File: src/rtl/usb_irq_pkg.sv
// Constants and types shared by the USB interrupt and error-status logic
package usb_irq_pkg;

    // ========================================
    // Register indices (byte address is four times the index)
    localparam logic [9:0] IDX_IRQ_FLAG   = 10'h190;
    localparam logic [9:0] IDX_IRQ_ENABLE = 10'h191;
    localparam logic [9:0] IDX_ERR_FLAG   = 10'h192;
    localparam logic [9:0] IDX_ERR_ENABLE = 10'h193;
    localparam logic [9:0] IDX_STATUS     = 10'h194;
    localparam logic [9:0] IDX_SUSPEND    = 10'h198;
    localparam int         IDX_LSB        = 2;
    localparam int         IDX_MSB        = 11;

    // ========================================
    // Main interrupt flag and enable bit positions, and the suspend control bit
    localparam int BIT_BUS_RESET  = 0;
    localparam int BIT_ERR_SUM    = 1;
    localparam int BIT_ACTIVITY   = 2;
    localparam int BIT_TOK_DONE   = 3;
    localparam int BIT_IDLE       = 4;
    localparam int BIT_STALL      = 5;
    localparam int BIT_SUSPEND    = 0;

    // ========================================
    // Error flag bit positions
    localparam int BIT_ERR_PID    = 0;
    localparam int BIT_ERR_TOKEN_CRC_FAULT   = 1;
    localparam int BIT_ERR_DATA_CRC_FAULT  = 2;
    localparam int BIT_ERR_LEN    = 3;
    localparam int BIT_ERR_BTO    = 4;
    localparam int BIT_ERR_WRT    = 5;
    localparam int BIT_ERR_OWN    = 6;
    localparam int BIT_ERR_STUFF  = 7;

    // ========================================
    // Widths, masks and reset values
    localparam int         REG_W        = 8;
    localparam int         FIFO_DEPTH   = 4;
    localparam int         PTR_W        = 2;
    localparam int         CNT_W        = 3;
    localparam logic [7:0] IRQ_IMPL     = 8'h3F;
    localparam logic [7:0] RST_BYTE     = 8'h00;
    localparam logic [1:0] HTRANS_NSEQ  = 2'h2;
    localparam logic [1:0] HRESP_OKAY   = 2'h0;

    typedef logic [REG_W-1:0] byte_t;

    // Events from the serial engine, each flag a one-cycle pulse, with the token status byte alongside
    typedef struct packed {
        logic  stall;
        logic  bus_idle;
        logic  activity;
        logic  bus_reset;
        logic  bit_stuff_fault;
        logic  owner_fault;
        logic  write_conflict_fault;
        logic  turnaround_timeout_fault;
        logic  byte_length_fault;
        logic  data_crc_fault;
        logic  token_crc_fault;
        logic  identifier_check_fault;
        logic  token_done;
        byte_t token_status;
    } sie_events_t;

endpackage

File: src/rtl/status_fifo.sv
// Four-entry byte queue behind the transaction status window
`timescale 1ns/1ps
module status_fifo (
    input  wire logic                   hclk,
    input  wire logic                   hresetn,
    input  wire logic                   push,
    input  wire usb_irq_pkg::byte_t     push_data,
    input  wire logic                   pop,
    output logic                        full,
    output logic                        not_empty,
    output usb_irq_pkg::byte_t          head,
    output logic [usb_irq_pkg::CNT_W-1:0] count
);
    import usb_irq_pkg::*;

    // ========================================
    // Storage
    byte_t            mem_r [FIFO_DEPTH];
    logic [PTR_W-1:0] wr_ptr_r;
    logic [PTR_W-1:0] rd_ptr_r;
    logic [CNT_W-1:0] count_r;
    logic             do_pop;
    logic             do_push;

    assign do_pop    = pop && (count_r != '0);
    // A push into a full queue is taken only if the head leaves that cycle
    assign do_push   = push && (!full || do_pop);
    assign full      = (count_r == CNT_W'(FIFO_DEPTH));
    assign not_empty = (count_r != '0);
    assign head      = mem_r[rd_ptr_r];
    assign count     = count_r;

    always_ff @(posedge hclk or negedge hresetn) begin
        if (!hresetn) begin
            wr_ptr_r <= '0;
            rd_ptr_r <= '0;
            count_r  <= '0;
        end else begin
            if (do_push) begin
                wr_ptr_r <= wr_ptr_r + 1'b1;
            end
            if (do_pop) begin
                rd_ptr_r <= rd_ptr_r + 1'b1;
            end
            count_r <= count_r + CNT_W'(do_push) - CNT_W'(do_pop);
        end
    end

    always_ff @(posedge hclk) begin
        if (do_push) begin
            mem_r[wr_ptr_r] <= push_data;
        end
    end

endmodule

File: src/rtl/usb_irq_error_status_fifo.sv
// USB interrupt flags, error flags and transaction status queue with AHB-Lite access
//
// Register access over AHB-Lite was left to the implementer.
`timescale 1ns/1ps
module usb_irq_error_status_fifo (
    input  wire logic                     hclk,
    input  wire logic                     hresetn,
    input  wire logic                     hsel,
    input  wire logic [31:0]              haddr,
    input  wire logic [1:0]               htrans,
    input  wire logic                     hwrite,
    input  wire logic [2:0]               hsize,
    input  wire logic [31:0]              hwdata,
    input  wire logic                     hready,
    output logic                          hreadyout,
    output logic [1:0]                    hresp,
    output logic [31:0]                   hrdata,
    input  wire usb_irq_pkg::sie_events_t sie_ev,
    output logic                          token_accept,
    output logic                          owner_release,
    output logic                          token_reject,
    output logic                          usb_irq
);
    import usb_irq_pkg::*;

    // ========================================
    // Register state
    byte_t      irq_flag_r;
    byte_t      irq_enable_r;
    byte_t      error_flag_r;
    byte_t      error_enable_r;
    logic       suspend_ctl_r;
    byte_t      irq_flag_nxt;
    byte_t      error_flag_nxt;
    logic       owner_release_r;
    logic       token_reject_r;

    // ========================================
    // AHB-Lite address and data phase
    logic       wr_pend_r;
    logic       rd_pend_r;
    logic [9:0] idx_r;
    logic       addr_take;

    assign addr_take = hsel && hready && (htrans == HTRANS_NSEQ);
    // Zero wait state slave: every access completes with OKAY
    assign hreadyout = 1'b1;
    assign hresp     = HRESP_OKAY;

    always_ff @(posedge hclk or negedge hresetn) begin
        if (!hresetn) begin
            wr_pend_r <= 1'b0;
            rd_pend_r <= 1'b0;
            idx_r     <= '0;
        end else begin
            wr_pend_r <= addr_take && hwrite;
            rd_pend_r <= addr_take && !hwrite;
            if (addr_take) begin
                idx_r <= haddr[IDX_MSB:IDX_LSB];
            end
        end
    end

    // ========================================
    // Write decode
    byte_t wdata;
    logic  wr_irq_flag;
    logic  wr_irq_en;
    logic  wr_err_flag;
    logic  wr_err_en;
    logic  wr_susp;
    logic  flag_wr_ok;

    assign wdata       = hwdata[REG_W-1:0];
    // Flags may only be changed by software while the module is awake
    assign flag_wr_ok  = !suspend_ctl_r;
    assign wr_irq_flag = wr_pend_r && (idx_r == IDX_IRQ_FLAG) && flag_wr_ok;
    assign wr_irq_en   = wr_pend_r && (idx_r == IDX_IRQ_ENABLE);
    assign wr_err_flag = wr_pend_r && (idx_r == IDX_ERR_FLAG) && flag_wr_ok;
    assign wr_err_en   = wr_pend_r && (idx_r == IDX_ERR_ENABLE);
    assign wr_susp     = wr_pend_r && (idx_r == IDX_SUSPEND);

    // ========================================
    // Error flags
    byte_t err_set;
    byte_t err_clr;
    logic  err_summary;

    assign err_set[BIT_ERR_STUFF] = sie_ev.bit_stuff_fault;
    assign err_set[BIT_ERR_OWN]   = sie_ev.owner_fault;
    assign err_set[BIT_ERR_WRT]   = sie_ev.write_conflict_fault;
    assign err_set[BIT_ERR_BTO]   = sie_ev.turnaround_timeout_fault;
    assign err_set[BIT_ERR_LEN]   = sie_ev.byte_length_fault;
    assign err_set[BIT_ERR_DATA_CRC_FAULT] = sie_ev.data_crc_fault;
    assign err_set[BIT_ERR_TOKEN_CRC_FAULT]  = sie_ev.token_crc_fault;
    assign err_set[BIT_ERR_PID]   = sie_ev.identifier_check_fault;

    // Writing zero clears, writing one leaves the bit alone
    assign err_clr        = wr_err_flag ? ~wdata : RST_BYTE;
    // Set beats a clear landing in the same cycle
    assign error_flag_nxt = (error_flag_r & ~err_clr) | err_set;
    assign err_summary    = |(error_flag_r & error_enable_r);

    // ========================================
    // Status queue
    logic             tok_done;
    logic             tok_pop;
    logic             q_full;
    byte_t            q_head;
    logic [CNT_W-1:0] q_count;
    logic             tok_push;
    logic             tok_taken;
    byte_t            status_view;

    // Writing zero to token-done retires the shown status
    assign tok_pop      = wr_irq_flag && !wdata[BIT_TOK_DONE] && tok_done;
    assign token_accept = !q_full || tok_pop;
    // A token CRC failure means the token never completes
    assign tok_push     = sie_ev.token_done && !sie_ev.token_crc_fault;
    // Ownership goes back only when the status has a place in the queue
    assign tok_taken    = tok_push && token_accept;
    // Empty queue reads zero, never stale or unwritten storage
    assign status_view  = tok_done ? q_head : RST_BYTE;

    status_fifo u_status_fifo (
        .hclk      (hclk),
        .hresetn   (hresetn),
        .push      (tok_push),
        .push_data (sie_ev.token_status),
        .pop       (tok_pop),
        .full      (q_full),
        .not_empty (tok_done),
        .head      (q_head),
        .count     (q_count)
    );

    // ========================================
    // Main interrupt flags
    byte_t irq_set;
    byte_t irq_clr;
    byte_t irq_view;
    byte_t irq_live;

    always_comb begin
        irq_set                = RST_BYTE;
        irq_set[BIT_STALL]     = sie_ev.stall;
        irq_set[BIT_IDLE]      = sie_ev.bus_idle;
        irq_set[BIT_ACTIVITY]  = sie_ev.activity;
        irq_set[BIT_BUS_RESET] = sie_ev.bus_reset;
    end

    // Token-done and error summary are derived, not stored here
    assign irq_clr      = wr_irq_flag ? ~wdata : RST_BYTE;
    assign irq_flag_nxt = ((irq_flag_r & ~irq_clr) | irq_set) & IRQ_IMPL;

    always_comb begin
        irq_view               = irq_flag_r;
        irq_view[BIT_TOK_DONE] = tok_done;
        irq_view[BIT_ERR_SUM]  = err_summary;
    end

    always_comb begin
        irq_live = irq_view & irq_enable_r;
        if (suspend_ctl_r) begin
            irq_live = irq_live & (RST_BYTE | (8'h01 << BIT_ACTIVITY));
        end
    end

    // ========================================
    // Register update
    always_ff @(posedge hclk or negedge hresetn) begin
        if (!hresetn) begin
            irq_flag_r      <= RST_BYTE;
            irq_enable_r    <= RST_BYTE;
            error_flag_r    <= RST_BYTE;
            error_enable_r  <= RST_BYTE;
            suspend_ctl_r   <= 1'b0;
            owner_release_r <= 1'b0;
            token_reject_r  <= 1'b0;
            usb_irq         <= 1'b0;
        end else begin
            irq_flag_r      <= irq_flag_nxt;
            error_flag_r    <= error_flag_nxt;
            if (wr_irq_en) begin
                irq_enable_r <= wdata & IRQ_IMPL;
            end
            if (wr_err_en) begin
                error_enable_r <= wdata;
            end
            if (wr_susp) begin
                suspend_ctl_r <= wdata[BIT_SUSPEND];
            end
            // A dropped token keeps its descriptor, so no status is lost silently
            owner_release_r <= tok_taken;
            token_reject_r  <= sie_ev.token_done && sie_ev.token_crc_fault;
            usb_irq         <= |irq_live;
        end
    end

    assign owner_release = owner_release_r;
    assign token_reject  = token_reject_r;

    // ========================================
    // Read mux, valid through the data phase
    byte_t rd_byte;

    always_comb begin
        case (idx_r)
            IDX_IRQ_FLAG:   rd_byte = irq_view;
            IDX_IRQ_ENABLE: rd_byte = irq_enable_r;
            IDX_ERR_FLAG:   rd_byte = error_flag_r;
            IDX_ERR_ENABLE: rd_byte = error_enable_r;
            IDX_STATUS:     rd_byte = status_view;
            IDX_SUSPEND:    rd_byte = {7'h00, suspend_ctl_r};
            default:        rd_byte = RST_BYTE;
        endcase
    end

    assign hrdata = rd_pend_r ? {24'h000000, rd_byte} : 32'h00000000;
endmodule

File: config.mk
export PLATFORM = sky130hd
export DESIGN_NAME = usb_irq_error_status_fifo
export DESIGN_NICKNAME = d
export VERILOG_FILES = /design/src/rtl/usb_irq_pkg.sv /design/src/rtl/status_fifo.sv /design/src/rtl/usb_irq_error_status_fifo.sv
export SDC_FILE = /design/constraint.sdc
export NUM_CORES = 1
export LEC_CHECK = 0
export ABC_AREA = 1
export BUFFER_PORTS_ARGS = -buffer_cell sky130_fd_sc_hd__buf_2
export CORE_MARGIN = 5
export CORE_UTILIZATION = 53
export CTS_CLUSTER_SIZE = 30
export DETAILED_ROUTE_END_ITERATION = 12
export PLACE_DENSITY_LB_ADDON = 0.3
export SLEW_MARGIN = 10
export SYNTH_ARGS = -nofsm -noshare
export SYNTH_HDL_FRONTEND = slang
export SYNTH_SLANG_ARGS = --single-unit
File: constraint.sdc
create_clock -name hclk -period 2.95 [get_ports hclk]
set_input_delay 0.295 -clock hclk [delete_from_list [all_inputs] [get_ports hclk]]
set_output_delay 0.295 -clock hclk [all_outputs]
set_load 0.01 [all_outputs]
# --- Word-level counts from Yosys, hierarchy flattened ---
# Memory sizes are Yosys's and may differ from the RTL's.
# Cells that the tools add are included.
totals:
  regBits: 51
  ram_bits: 32
  wordCells: 72
  n_memories: 1
classes:
  add_sub_neg: 4
  eq_ne: 8
  mux: 8
  n_bitwise: 9
  n_reduce_logical: 28
memory_table:
  columns: ["memory", "words", "word_bits", "rd", "rd_clocked_by_memory_dff", "write_ports", "line_no", "source"]
  rows:
  - ["u_status_fifo.mem_r", 4, 8, 1, 0, 1, "status_fifo.sv:18", "byte_t mem_r [FIFO_DEPTH];"]
op_table:
  columns: ["operator", "n"]
  rows:
  - ["== test 10 x 9 -> 1 bit (second input constant)", 6]
  - ["case mux 8 bit (6 select lines)", 1]
  - ["two-way mux 8 bit", 3]
  - ["logical AND 1 bit", 18]
  - ["bitwise AND 8 bit", 2]
  - ["inverter 8 bit", 2]
  - ["OR reduction 8 bit", 2]
  - ["bitwise AND 6 bit", 2]
  - ["two-way mux 6 bit", 2]
  - ["bitwise OR 8 bit", 1]
  - ["inverter 6 bit", 1]
  - ["bitwise OR 6 bit", 1]
  - ["zero test 1 bit", 5]
  - ["adder 2 x 1 -> 2 bit (second input constant)", 2]
  - ["adder 3 x 1 -> 3 bit", 1]
  - ["== test 3 bit (second input constant)", 1]
  - ["nonzero test 3 bit", 1]
  - ["subtractor 3 x 1 -> 3 bit", 1]
  - ["== test 2 bit (second input constant)", 1]
  - ["logical OR 1 bit", 2]
  - ["two-way mux 1 bit", 2]

# --- Depth between registers and ports, before layout ---
# Gate-level depths: netlist (run 1).
depth:
  depth_word: 10
  ltp_mapped: 11
  mapped_depth_nobuf: 11

# --- Cells and area by module ---
# From an unflattened synthesis (run 1), not the netlist that was laid out.
unflattened:
  cells_unflattened: 453
  hier_area_um2: 4200.3
modules_own_cells:
  columns: ["module", "n_inst", "cells_each", "area_per_inst_um2", "seq_area_each_um2"]
  rows:
  - ["usb_irq_error_status_fifo", 1, 312, 2508.7, 1051.0]
  - ["status_fifo", 1, 141, 1691.6, 1136.1]

# --- Worst setup path before layout (run 1) ---
# OpenSTA, ideal clock, no wires.
synth_timing:
  path_kind: "reg2reg"
  from: "reg u_status_fifo.count_r[1], in the netlist u_status_fifo.count[1]"
  to: "reg u_status_fifo.count_r[2], in the netlist u_status_fifo.count[2]"
  arrival_time_ns: 1.768
  required_ns: 2.821
  slack_ns: 1.054
  stages_incl_launch_ff: 10
  n_path_buf: 0
  synth_period_minus_slack_ns: 1.896
  cell_sequence: "dfrtp_1 > inv_1 > nand3_1 > inv_1 > nor2_2 > nand2_1 > nand2_1 > ha_1 > fa_1 > xor2_1"
synth_between:
  elab_chain_cells: 7
  elab_cells_between_ends: 9
  classes_between: "add/sub: 2; eq/ne: 1; reduce/logical: 6"
synth_lines:
  columns: ["item", "line_no", "source"]
  rows:
  - ["from (decl)", "status_fifo.sv:21", "logic [CNT_W-1:0] count_r;"]
  - ["from (signal assigned)", "status_fifo.sv:45", "count_r <= count_r + CNT_W'(do_push) - CNT_W'(do_pop);"]
  - ["nonzero test 3 bit", "status_fifo.sv:25, status_fifo.sv:29", null]
  - ["logical AND 1 bit", "usb_irq_error_status_fifo.sv:116", "assign tok_pop = wr_irq_flag && !wdata[BIT_TOK_DONE] && tok_done;"]
  - ["logical AND 1 bit", "status_fifo.sv:25", "assign do_pop = pop && (count_r != '0);"]
  - ["logical OR 1 bit", "status_fifo.sv:27", "assign do_push = push && (!full || do_pop);"]
  - ["logical AND 1 bit", "status_fifo.sv:27", null]
  - ["adder 3 x 1 -> 3 bit", "status_fifo.sv:45", null]
  - ["subtractor 3 x 1 -> 3 bit (*)", "status_fifo.sv:45", null]
# Every way passes the cells marked *; elsewhere a longest branch is shown, timed or not.
# A chain may end at the register's enable or synchronous reset.

# --- Worst setup path after layout (run 1) ---
layout_timing:
  from: "reg u_status_fifo.rd_ptr_r[1]"
  to: "out hrdata[1]"
layout_between:
  elab_chain_cells: 4
layout_lines:
  columns: ["item", "line_no", "source"]
  rows:
  - ["from (decl)", "status_fifo.sv:20", "logic [PTR_W-1:0] rd_ptr_r;"]
  - ["from (signal assigned)", "status_fifo.sv:43", "rd_ptr_r <= rd_ptr_r + 1'b1;"]
  - ["memory (4 x 8 bit)", null, null]
  - ["two-way mux 8 bit", "usb_irq_error_status_fifo.sv:123", "assign status_view = tok_done ? q_head : RST_BYTE;"]
  - ["case mux 8 bit (6 select lines)", "usb_irq_error_status_fifo.sv:208", "case (idx_r)"]
  - ["two-way mux 8 bit", "usb_irq_error_status_fifo.sv:219", "assign hrdata = rd_pend_r ? {24'h000000, rd_byte} : 32'h00000000;"]
  - ["to (decl)", "usb_irq_error_status_fifo.sv:17", "output logic [31:0] hrdata,"]
# No other way between the ends.

==> key figures, run 1 <==
Synth
  • Synth Flop Type: dfrtp_1
  • Yosys top cell by area: dfrtp_1
  • Synth Warn #: 0
  • Cell Area, Synth: 0.00419 mm^2
  • Synth top area cells: dfrtp_1 (29%), edfxtp_1 (23%), nand2_1 (9.2%), nor2_1 (6.5%), buf_4 (5.6%)
  • Library cells used by synthesis: 38
  • Synth top area share: 29.3%
  • Post-Synthesis Cells: about 480
  • Yosys reg bits: 81
  • Number of synthesized flops with an enable pin: 32
  • Seq/Total Area, Yosys: ~52%
  • Post-Syn Area per Cell: 8.80 um^2
  • Asr flop ratio synth: between 60% and 70%

Clocking
  • Setup Fix Bufs, Post-CTS: 0
  • TritonCTS Buffers: 9
  • TritonCTS sink count: between 80 and 90
  • CTS clk-pin slew, worst paths: 0.08 ns
  • CTS tree: built
  • H-Tree Depth: 3
  • Clock root buffer master: clkbuf_8
  • Post-CTS sizing: 0
  • Clock latency on the worst-skew pair: around 0.34 ns
  • Clk buf depth: 2

Pwr
  • Sequential power share: 49.4%
  • Combinational share of power: between 10% and 20%
  • P_leak: ~0.0023 uW
  • Switching share of power: between 20% and 30%
  • Sw power: approximately 750 uW
  • Internal: 1990 uW
  • VDD IR max: ~0.33 mV
  • Cell Pwr Density: between 500 and 600 mW/mm^2
  • Clock power share: between 30% and 40%

Place
  • Buffers added on ports: 57
  • Worst slack, placed: 0.808 ns
  • Routability cong.: between 0.8 and 0.9
  • Dpl hpwl: 6590 um

Route
  • DR top layer: met4
  • Routed vias/inst: approximately 5
  • Drt total wl: 8850 um
  • Vias: between 3k and 4k
  • Routed wl met2: 4230 um
  • Metal-1 WL: 3870 um
  • Routed len/inst: between 10 and 15 um
  • Initial drt markers: around 180
  • Post-route ant nets: 0
  • Met3 WL: between 600 and 700 um
  • Drt drc: 0
  • Drt pass-1 iters: 5

Global routing
  • Initial antenna violation count: 0
  • First-pass GRT wire length: approximately 15000 um
  • Largest net degree at the start of global routing: 27
  • Congestion Overflow GR: 0
  • Vias in the first global route: roughly 3.1k
  • Total track usage: 18.9%

STA
  • Pins Over Slew Limit: 0
  • Slew HR: between 50% and 60%
  • Final setup viols: 0
  • Setup Skew: between 0.008 and 0.009 ns
  • Slew @ Worst Pin: between 0.7 and 0.8 ns
  • Final Cycle Share: 82.6%
  • RSZ-0062 raised after global routing: false
  • Final min period: ~2.4 ns
  • TNS Setup: 0 ns
  • Hold Fails Final Rpt: 0
  • Final WS setup: 0.512 ns
  • Achievable Freq: roughly 410 MHz

Cells and area
  • Most frequent cells in the layout: nand2_1 (103), nor2_1 (73), buf_2 (57), dfrtp_1 (49), inv_1 (48)
  • Nets: approximately 640
  • Antenna diodes: 0
  • Fill cells: 667
  • Layout area overhead: 13.0%
  • Most common cell after layout, fill and taps aside: nand2_1
  • Final core utilization: 61.2%
  • Layout cells sized above 1: between 20% and 30%

Setup path
  • Worst EP arrival: 2.14 ns
  • CP required: 2.65 ns
  • Top delay family on crit path: simple AND/OR/NAND/NOR gates
  • Delay of the slowest critical-path stage: roughly 0.58 ns
  • CP Cell Sequence: clkinv_1, nor2_1, o21ai_0, nand2_1, nand3_1, nand2_1, nor2_1, nor2_1, buf_2
  • CP endpoint kind: output port
  • Crit-path max FO: 10
  • WP buf/inv: 2
  • Most frequent cell on the critical path: nor2_1
  • CP max-delay cell: dfrtp_1
  • Crit path launch type: flop
  • WS Path Type: reg -> out

Hold path
  • Worst min-delay path class: in -> reg

Floorplanning
  • I/O Pins: 134
  • Die X: just under 100 um
  • Initial core utilization: between 50 and 60%
  • Placement Rows: 32
  • Die area: ~0.0098 mm^2
  • Die Y: about 100 um
  • Core Area: 0.00773 mm^2

Run
  • Max_cap viols: 0

Status
  • Outcome: finished, final reports clean
[area by class of cell]
type	instances	area (um^2)	share of cell area, %
clock buffers	9	124	2.62
clock inverters	7	119	2.51
inverters	53	199	4.21
multi-input cells	330	1630	34.4
flip-flops and latches	81	2190	46.2
well taps	102	128	2.70
repair buffers	65	348	7.35
[through the flow]
step | hold WS (ns) | std cells | cell area, um^2 | total power, uW
after floorplan | -0.000591 | 501 | 4280 | 1680
after global placement | 0.328 | 630 | 4480 | 1770
after detailed placement | 0.339 | 630 | 4480 | 1800
after CTS | 0.0992 | 647 | 4730 | 2760
after global routing | 0.114 | 647 | 4730 | 2880
final | 0.120 | 647 | 4730 | 2740
[cells by family (layout without fill, tap and decap cells)]
kind of cell | after synthesis | in the layout | synth area share [%]
muxes | 3 | 3 | 0.807
xor gates and xnor gates | 2 | 2 | 0.418
other | 2 | 27 | 0.179
adders and majority gates | 6 | 6 | 1.97
buffers and inverters | 90 | 134 | 11.1
and+or+nand+nor | 243 | 243 | 26.4
AOI/OAI and AO/OA | 49 | 49 | 6.81
DFF | 81 | 81 | 52.2
[registers in the layout, summed over array words and instances (netlist names), 2 cells and up]
name,cells
idx_r,10
u_status_fifo.wr_ptr_r,2
u_status_fifo.mem_r,32
irq_enable_r,6
u_status_fifo.count,3
irq_flag_r,4
error_enable_r,8
u_status_fifo.rd_ptr_r,2
error_flag_r,8
[repair_timing]
| item | in CTS | in global routing |
|---|---|---|
| endpoints found under the setup margin | 0 | 0 |
| hold endpoints to repair | 25 | 0 |
| hold buffers | 1 | 0 |
[per-layer routing]
| layer | vias up | track usage (%) |
|---|---|---|
| li1 | 1599 | - |
| met1 | 1515 | 25.6 |
| met2 | 121 | 30.4 |
| met3 | 9 | 3.96 |
| met4 | 0 | 6.41 |
| met5 | - | 0 |
[worst reg2reg max path, delay by kind of cell, from the launching register on]
kind / cells / cell delay (ns)
XOR/XNOR: 1 / 0.17
adder cells (fa/ha/maj): 2 / 0.58
buffers and inverters: 2 / 0.32
flip-flops: 1 / 0.42
AND/OR/NAND/NOR: 4 / 0.56
[synthesized netlist by cell type, types with 6 or more instances]
| master | instances |
|---|---|
| nor2_1 | 73 |
| a21oi_1 | 14 |
| edfxtp_1 | 32 |
| o21ai_0 | 18 |
| inv_1 | 48 |
| nand2_1 | 103 |
| o21ai_1 | 6 |
| dfrtp_1 | 49 |
| buf_4 | 31 |
| nand3_1 | 37 |
[final timing paths]
check | end | start | slack, ns | cells past startpoint
max in group asynchronous | u_status_fifo.wr_ptr_r[1] | hresetn | 1.71 | 3
min | rd_pend_r | hwrite | 0.12 | 2
max | hrdata[1] | u_status_fifo.rd_ptr_r[1] | 0.51 | 9
min in group asynchronous | idx_r[9] | hresetn | 0.49 | 2
min reg2reg | error_flag_r[6] | error_flag_r[6] | 0.50 | 2
max reg2reg | u_status_fifo.count[2] | u_status_fifo.count[1] | 0.79 | 9
[power groups by stage]
stage | logic, uW | registers [uW] | clock network, uW
6_report | 419 | 1350 | 969
3_5_place_dp | 421 | 1380 | 0
2_1_floorplan | 311 | 1360 | 0
5_1_grt | 484 | 1370 | 1030
3_3_place_gp | 401 | 1370 | 0
4_1_cts | 425 | 1350 | 987
Power figures use the tool's default switching activity.
==> run 2: changes to the inputs <==
Settings changed: ABC_AREA 1 to 0, CORE_UTILIZATION 53 to 51.
Clock period 2.95 ns to 2.3 ns, I/O delays scaled along.
==> key figures, run 2 <==
Run
  • Max_cap viols: 0 (unchanged)

Floorplanning
  • Initial core utilization: 52.0% (-2.1 points)
  • I/O Pins: 134 (unchanged)
  • Die area: 0.00967 mm^2 (-1.1%)
  • Die Y: 98.3 um (-0.54%)
  • Die X: 98.3 um (-0.54%)
  • Placement Rows: 32 (unchanged)
  • Core Area: 0.00765 mm^2 (-1.0%)

Route
  • Drt total wl: 8660 um (-2.1%)
  • Initial drt markers: 118 (-36%)
  • Drt pass-1 iters: 4 (-1)
  • Drt drc: 0 (unchanged)
  • Post-route ant nets: 0 (unchanged)
  • Vias: 2675 (-18%)
  • Routed len/inst: 17.2 um (+26%)
  • Routed vias/inst: 5.32 (+6.1%)

Clocking
  • TritonCTS Buffers: 9 (unchanged)
  • Clock root buffer master: clkbuf_8
  • CTS tree: built
  • Clk buf depth: 2 (unchanged)
  • CTS clk-pin slew, worst paths: 0.08 ns (about the same)
  • H-Tree Depth: 3 (unchanged)
  • TritonCTS sink count: 81 (unchanged)
  • Clock latency on the worst-skew pair: 0.35 ns (about the same)

Global routing
  • Met3 usage: 4.07% (+0.11 points)
  • Met1 usage: 22.1% (-3.5 points)
  • Total track usage: 18.4% (-0.53 points)
  • First-pass GRT wire length: 14000 um (-5.2%)
  • Vias in the first global route: 2782 (-11%)
  • Largest net degree at the start of global routing: 50 (+85%)
  • Layer with the highest usage: met2
  • M2 GR Usage: 31.7% (+1.3 points)
  • Congestion Overflow GR: 0 (unchanged)
  • Initial antenna violation count: 0 (unchanged)

Setup path
  • Top delay family on crit path: flip-flops
  • WS Path Type: reg -> out
  • Crit-path max FO: 7 (-3)
  • CP endpoint kind: output port
  • CP max-delay cell: dfrtp_1
  • R2R Path Start: idx_r[2]
  • Worst EP arrival: 2.03 ns (-0.11 ns)
  • Critical path origin: idx_r[1]
  • CP Cell Sequence: buf_6, buf_6, mux2i_1, o32a_2, or3_4, o221ai_4, buf_6
  • Crit path launch type: flop
  • Delay of the slowest critical-path stage: 0.41 ns (-0.17 ns)
  • WP buf/inv: 3 (+1)
  • Most frequent cell on the critical path: buf_6
  • CP required: 2.07 ns (-0.58 ns)

STA
  • Final min period: around 2.3 ns
  • Slew HR: 58.9% (+8.1 points)
  • Final setup viols: 0 (unchanged)
  • Slew @ Worst Pin: 0.617 ns (-0.119 ns)
  • Setup Skew: 0.0109 ns (+0.00284 ns)
  • Pins Over Slew Limit: 0 (unchanged)
  • Final Cycle Share: a little over nine tenths
  • RSZ-0062 raised after global routing: true
  • TNS Setup: 0 ns (unchanged)
  • Hold Fails Final Rpt: 0 (unchanged)
  • Final WS setup: 0.0384 ns (-0.474 ns)
  • Achievable Freq: about 440 MHz

Place
  • Worst slack, placed: 0.0186 ns (-0.790 ns)
  • Placed inst area: 0.00442 mm^2 (-1.4%)
  • Buffers added on ports: 57 (unchanged)
  • Cell total after placement: 469 (-26%)
  • Dpl hpwl: 6350 um (-3.7%)
  • Routability cong.: 0.874 (+3.1%)

Pwr
  • Cell Pwr Density: 736 mW/mm^2 (+27%)
  • P_leak: 0.00203 uW (-11%)
  • VDD IR max: 0.391 mV (+18%)

Cells and area
  • Top flop regs: u_status_fifo.mem_r x32, idx_r x10
  • Nets: 497 (-22%)
  • Layout cells sized above 1: 43.9% (+23 points)
  • Final core utilization: 63.4% (+2.2 points)
  • Most frequent cells in the layout: buf_2 (55), dfrtp_1 (48), buf_4 (40), edfxtp_1 (32), conb_1 (27)
  • Design area: 0.00485 mm^2 (+2.5%)
  • Most common cell after layout, fill and taps aside: buf_2
  • Finished Layout Cells: 503 (-22%)
  • Antenna diodes: 0 (unchanged)
  • Layout area overhead: 21.9%
  • Fill cells: 596 (-11%)
  • Largest register FFs: 32 (unchanged)
  • Biggest register: u_status_fifo.mem_r

Synth
  • Synth Flop Type: dfrtp_1
  • Synth top area share: 30.8% (+1.5 points)
  • Number of synthesized flops with an enable pin: 32 (unchanged)
  • Yosys reg bits: 81 (unchanged)
  • Most instantiated cells after synthesis: dfrtp_1 (49), edfxtp_1 (32), buf_4 (27)
  • Synth Warn #: 0 (unchanged)
  • Yosys top cell by area: dfrtp_1
  • Library cells used by synthesis: 59 (+55%)
  • Most common cell in the netlist: dfrtp_1
  • Asr flop ratio synth: 60.5% (unchanged)
  • Seq/Total Area, Yosys: 55.0% (+2.7 points)
  • Post-Syn Area per Cell: 13.4 um^2 (+52%)
  • Synth top area cells: dfrtp_1 (31%), edfxtp_1 (24%), mux2_2 (6.8%), mux4_2 (6.8%), buf_4 (5.1%)
  • Post-Synthesis Cells: 298 (-37%)
  • Cell Area, Synth: 0.00398 mm^2 (-4.9%)

Hold path
  • Worst min-delay path class: in -> reg
  • Hold Crit Start: hwrite

Status
  • Outcome: finished, final reports clean
## run 2: cell types whose count changed in the layout (fill, tap and decap cells not counted), moves of 6 or more
| cell | change |
|---|---|
| a21oi_1 | -6 |
| inv_1 | -41 |
| o21ai_0 | -14 |
| buf_4 | +33 |
| nand2_1 | -96 |
| nand3_1 | -34 |
| nand2b_1 | +8 |
| mux2_2 | +21 |
| nor2_1 | -50 |
| mux4_2 | +12 |
| o21ai_1 | -6 |
| and2_1 | +6 |
## run 2: path summary, 6_finish.rpt
path	endpoint	slack, ns	cells after the start
max in group asynchronous	u_status_fifo.rd_ptr_r[0]	1.33	3
min	rd_pend_r	0.04	2
min reg2reg	idx_r[4]	0.51	1
max	hrdata[0]	0.04	7
min in group asynchronous	error_flag_r[2]	0.51	3
max reg2reg	u_status_fifo.count[2]	0.09	8
## run 2: area by class of cell
| class | count | area [um^2] | share of cell area [%] |
|---|---|---|---|
| Sequential cell | 81 | 2190 | 45.1 |
| Clock buffer | 11 | 131 | 2.71 |
| Clock inverter | 5 | 56.3 | 1.16 |
| Multi-Input combinational cell | 196 | 1680 | 34.6 |
| Timing Repair Buffer | 101 | 642 | 13.2 |
| Inverter | 7 | 26.3 | 0.542 |
| Tap cell | 102 | 128 | 2.63 |
## run 2: logic make-up after synthesis
logic type / Yosys count / synth area share (%)
and+or+nand+nor: 79 / 11.6
xor gates and xnor gates: 5 / 1.29
other: 2 / 0.189
muxes: 43 / 15.5
adders and majority gates: 7 / 2.33
DFF: 81 / 55.0
AOI/OAI and AO/OA: 35 / 6.60
buffers and inverters: 46 / 7.51
## run 2: power breakdown
| part | leakage (uW) | switching [uW] | internal, uW |
|---|---|---|---|
| registers | 0.000857 | 115 | 1660 |
| logic | 0.00109 | 382 | 409 |
| clock network | 0.0000832 | 499 | 499 |
## run 2: timing repair
action | 4_1_cts | 5_1_grt
hold buffers | 1 | 0
setup buffers | 7 | 10
gates resized for setup | 11 | 16
hold endpoints to repair | 49 | 0
setup endpoints to repair | 9 | 10
pin swaps | 5 | 9
## run 2: through the flow
stage	hold WS [ns]	power (uW)
after floorplan	-0.0656	2290
after global placement	0.371	2480
after detailed placement	0.369	2520
after CTS	0.0271	3550
after global routing	0.0301	3750
final	0.0412	3570
## run 2: layer usage
metal / vias up / wire length [um]
met2: 85 / 4620
met1: 1347 / 3390
met4: 0 / 114
met3: 11 / 536
met5: - / 0
li1: 1232 / -
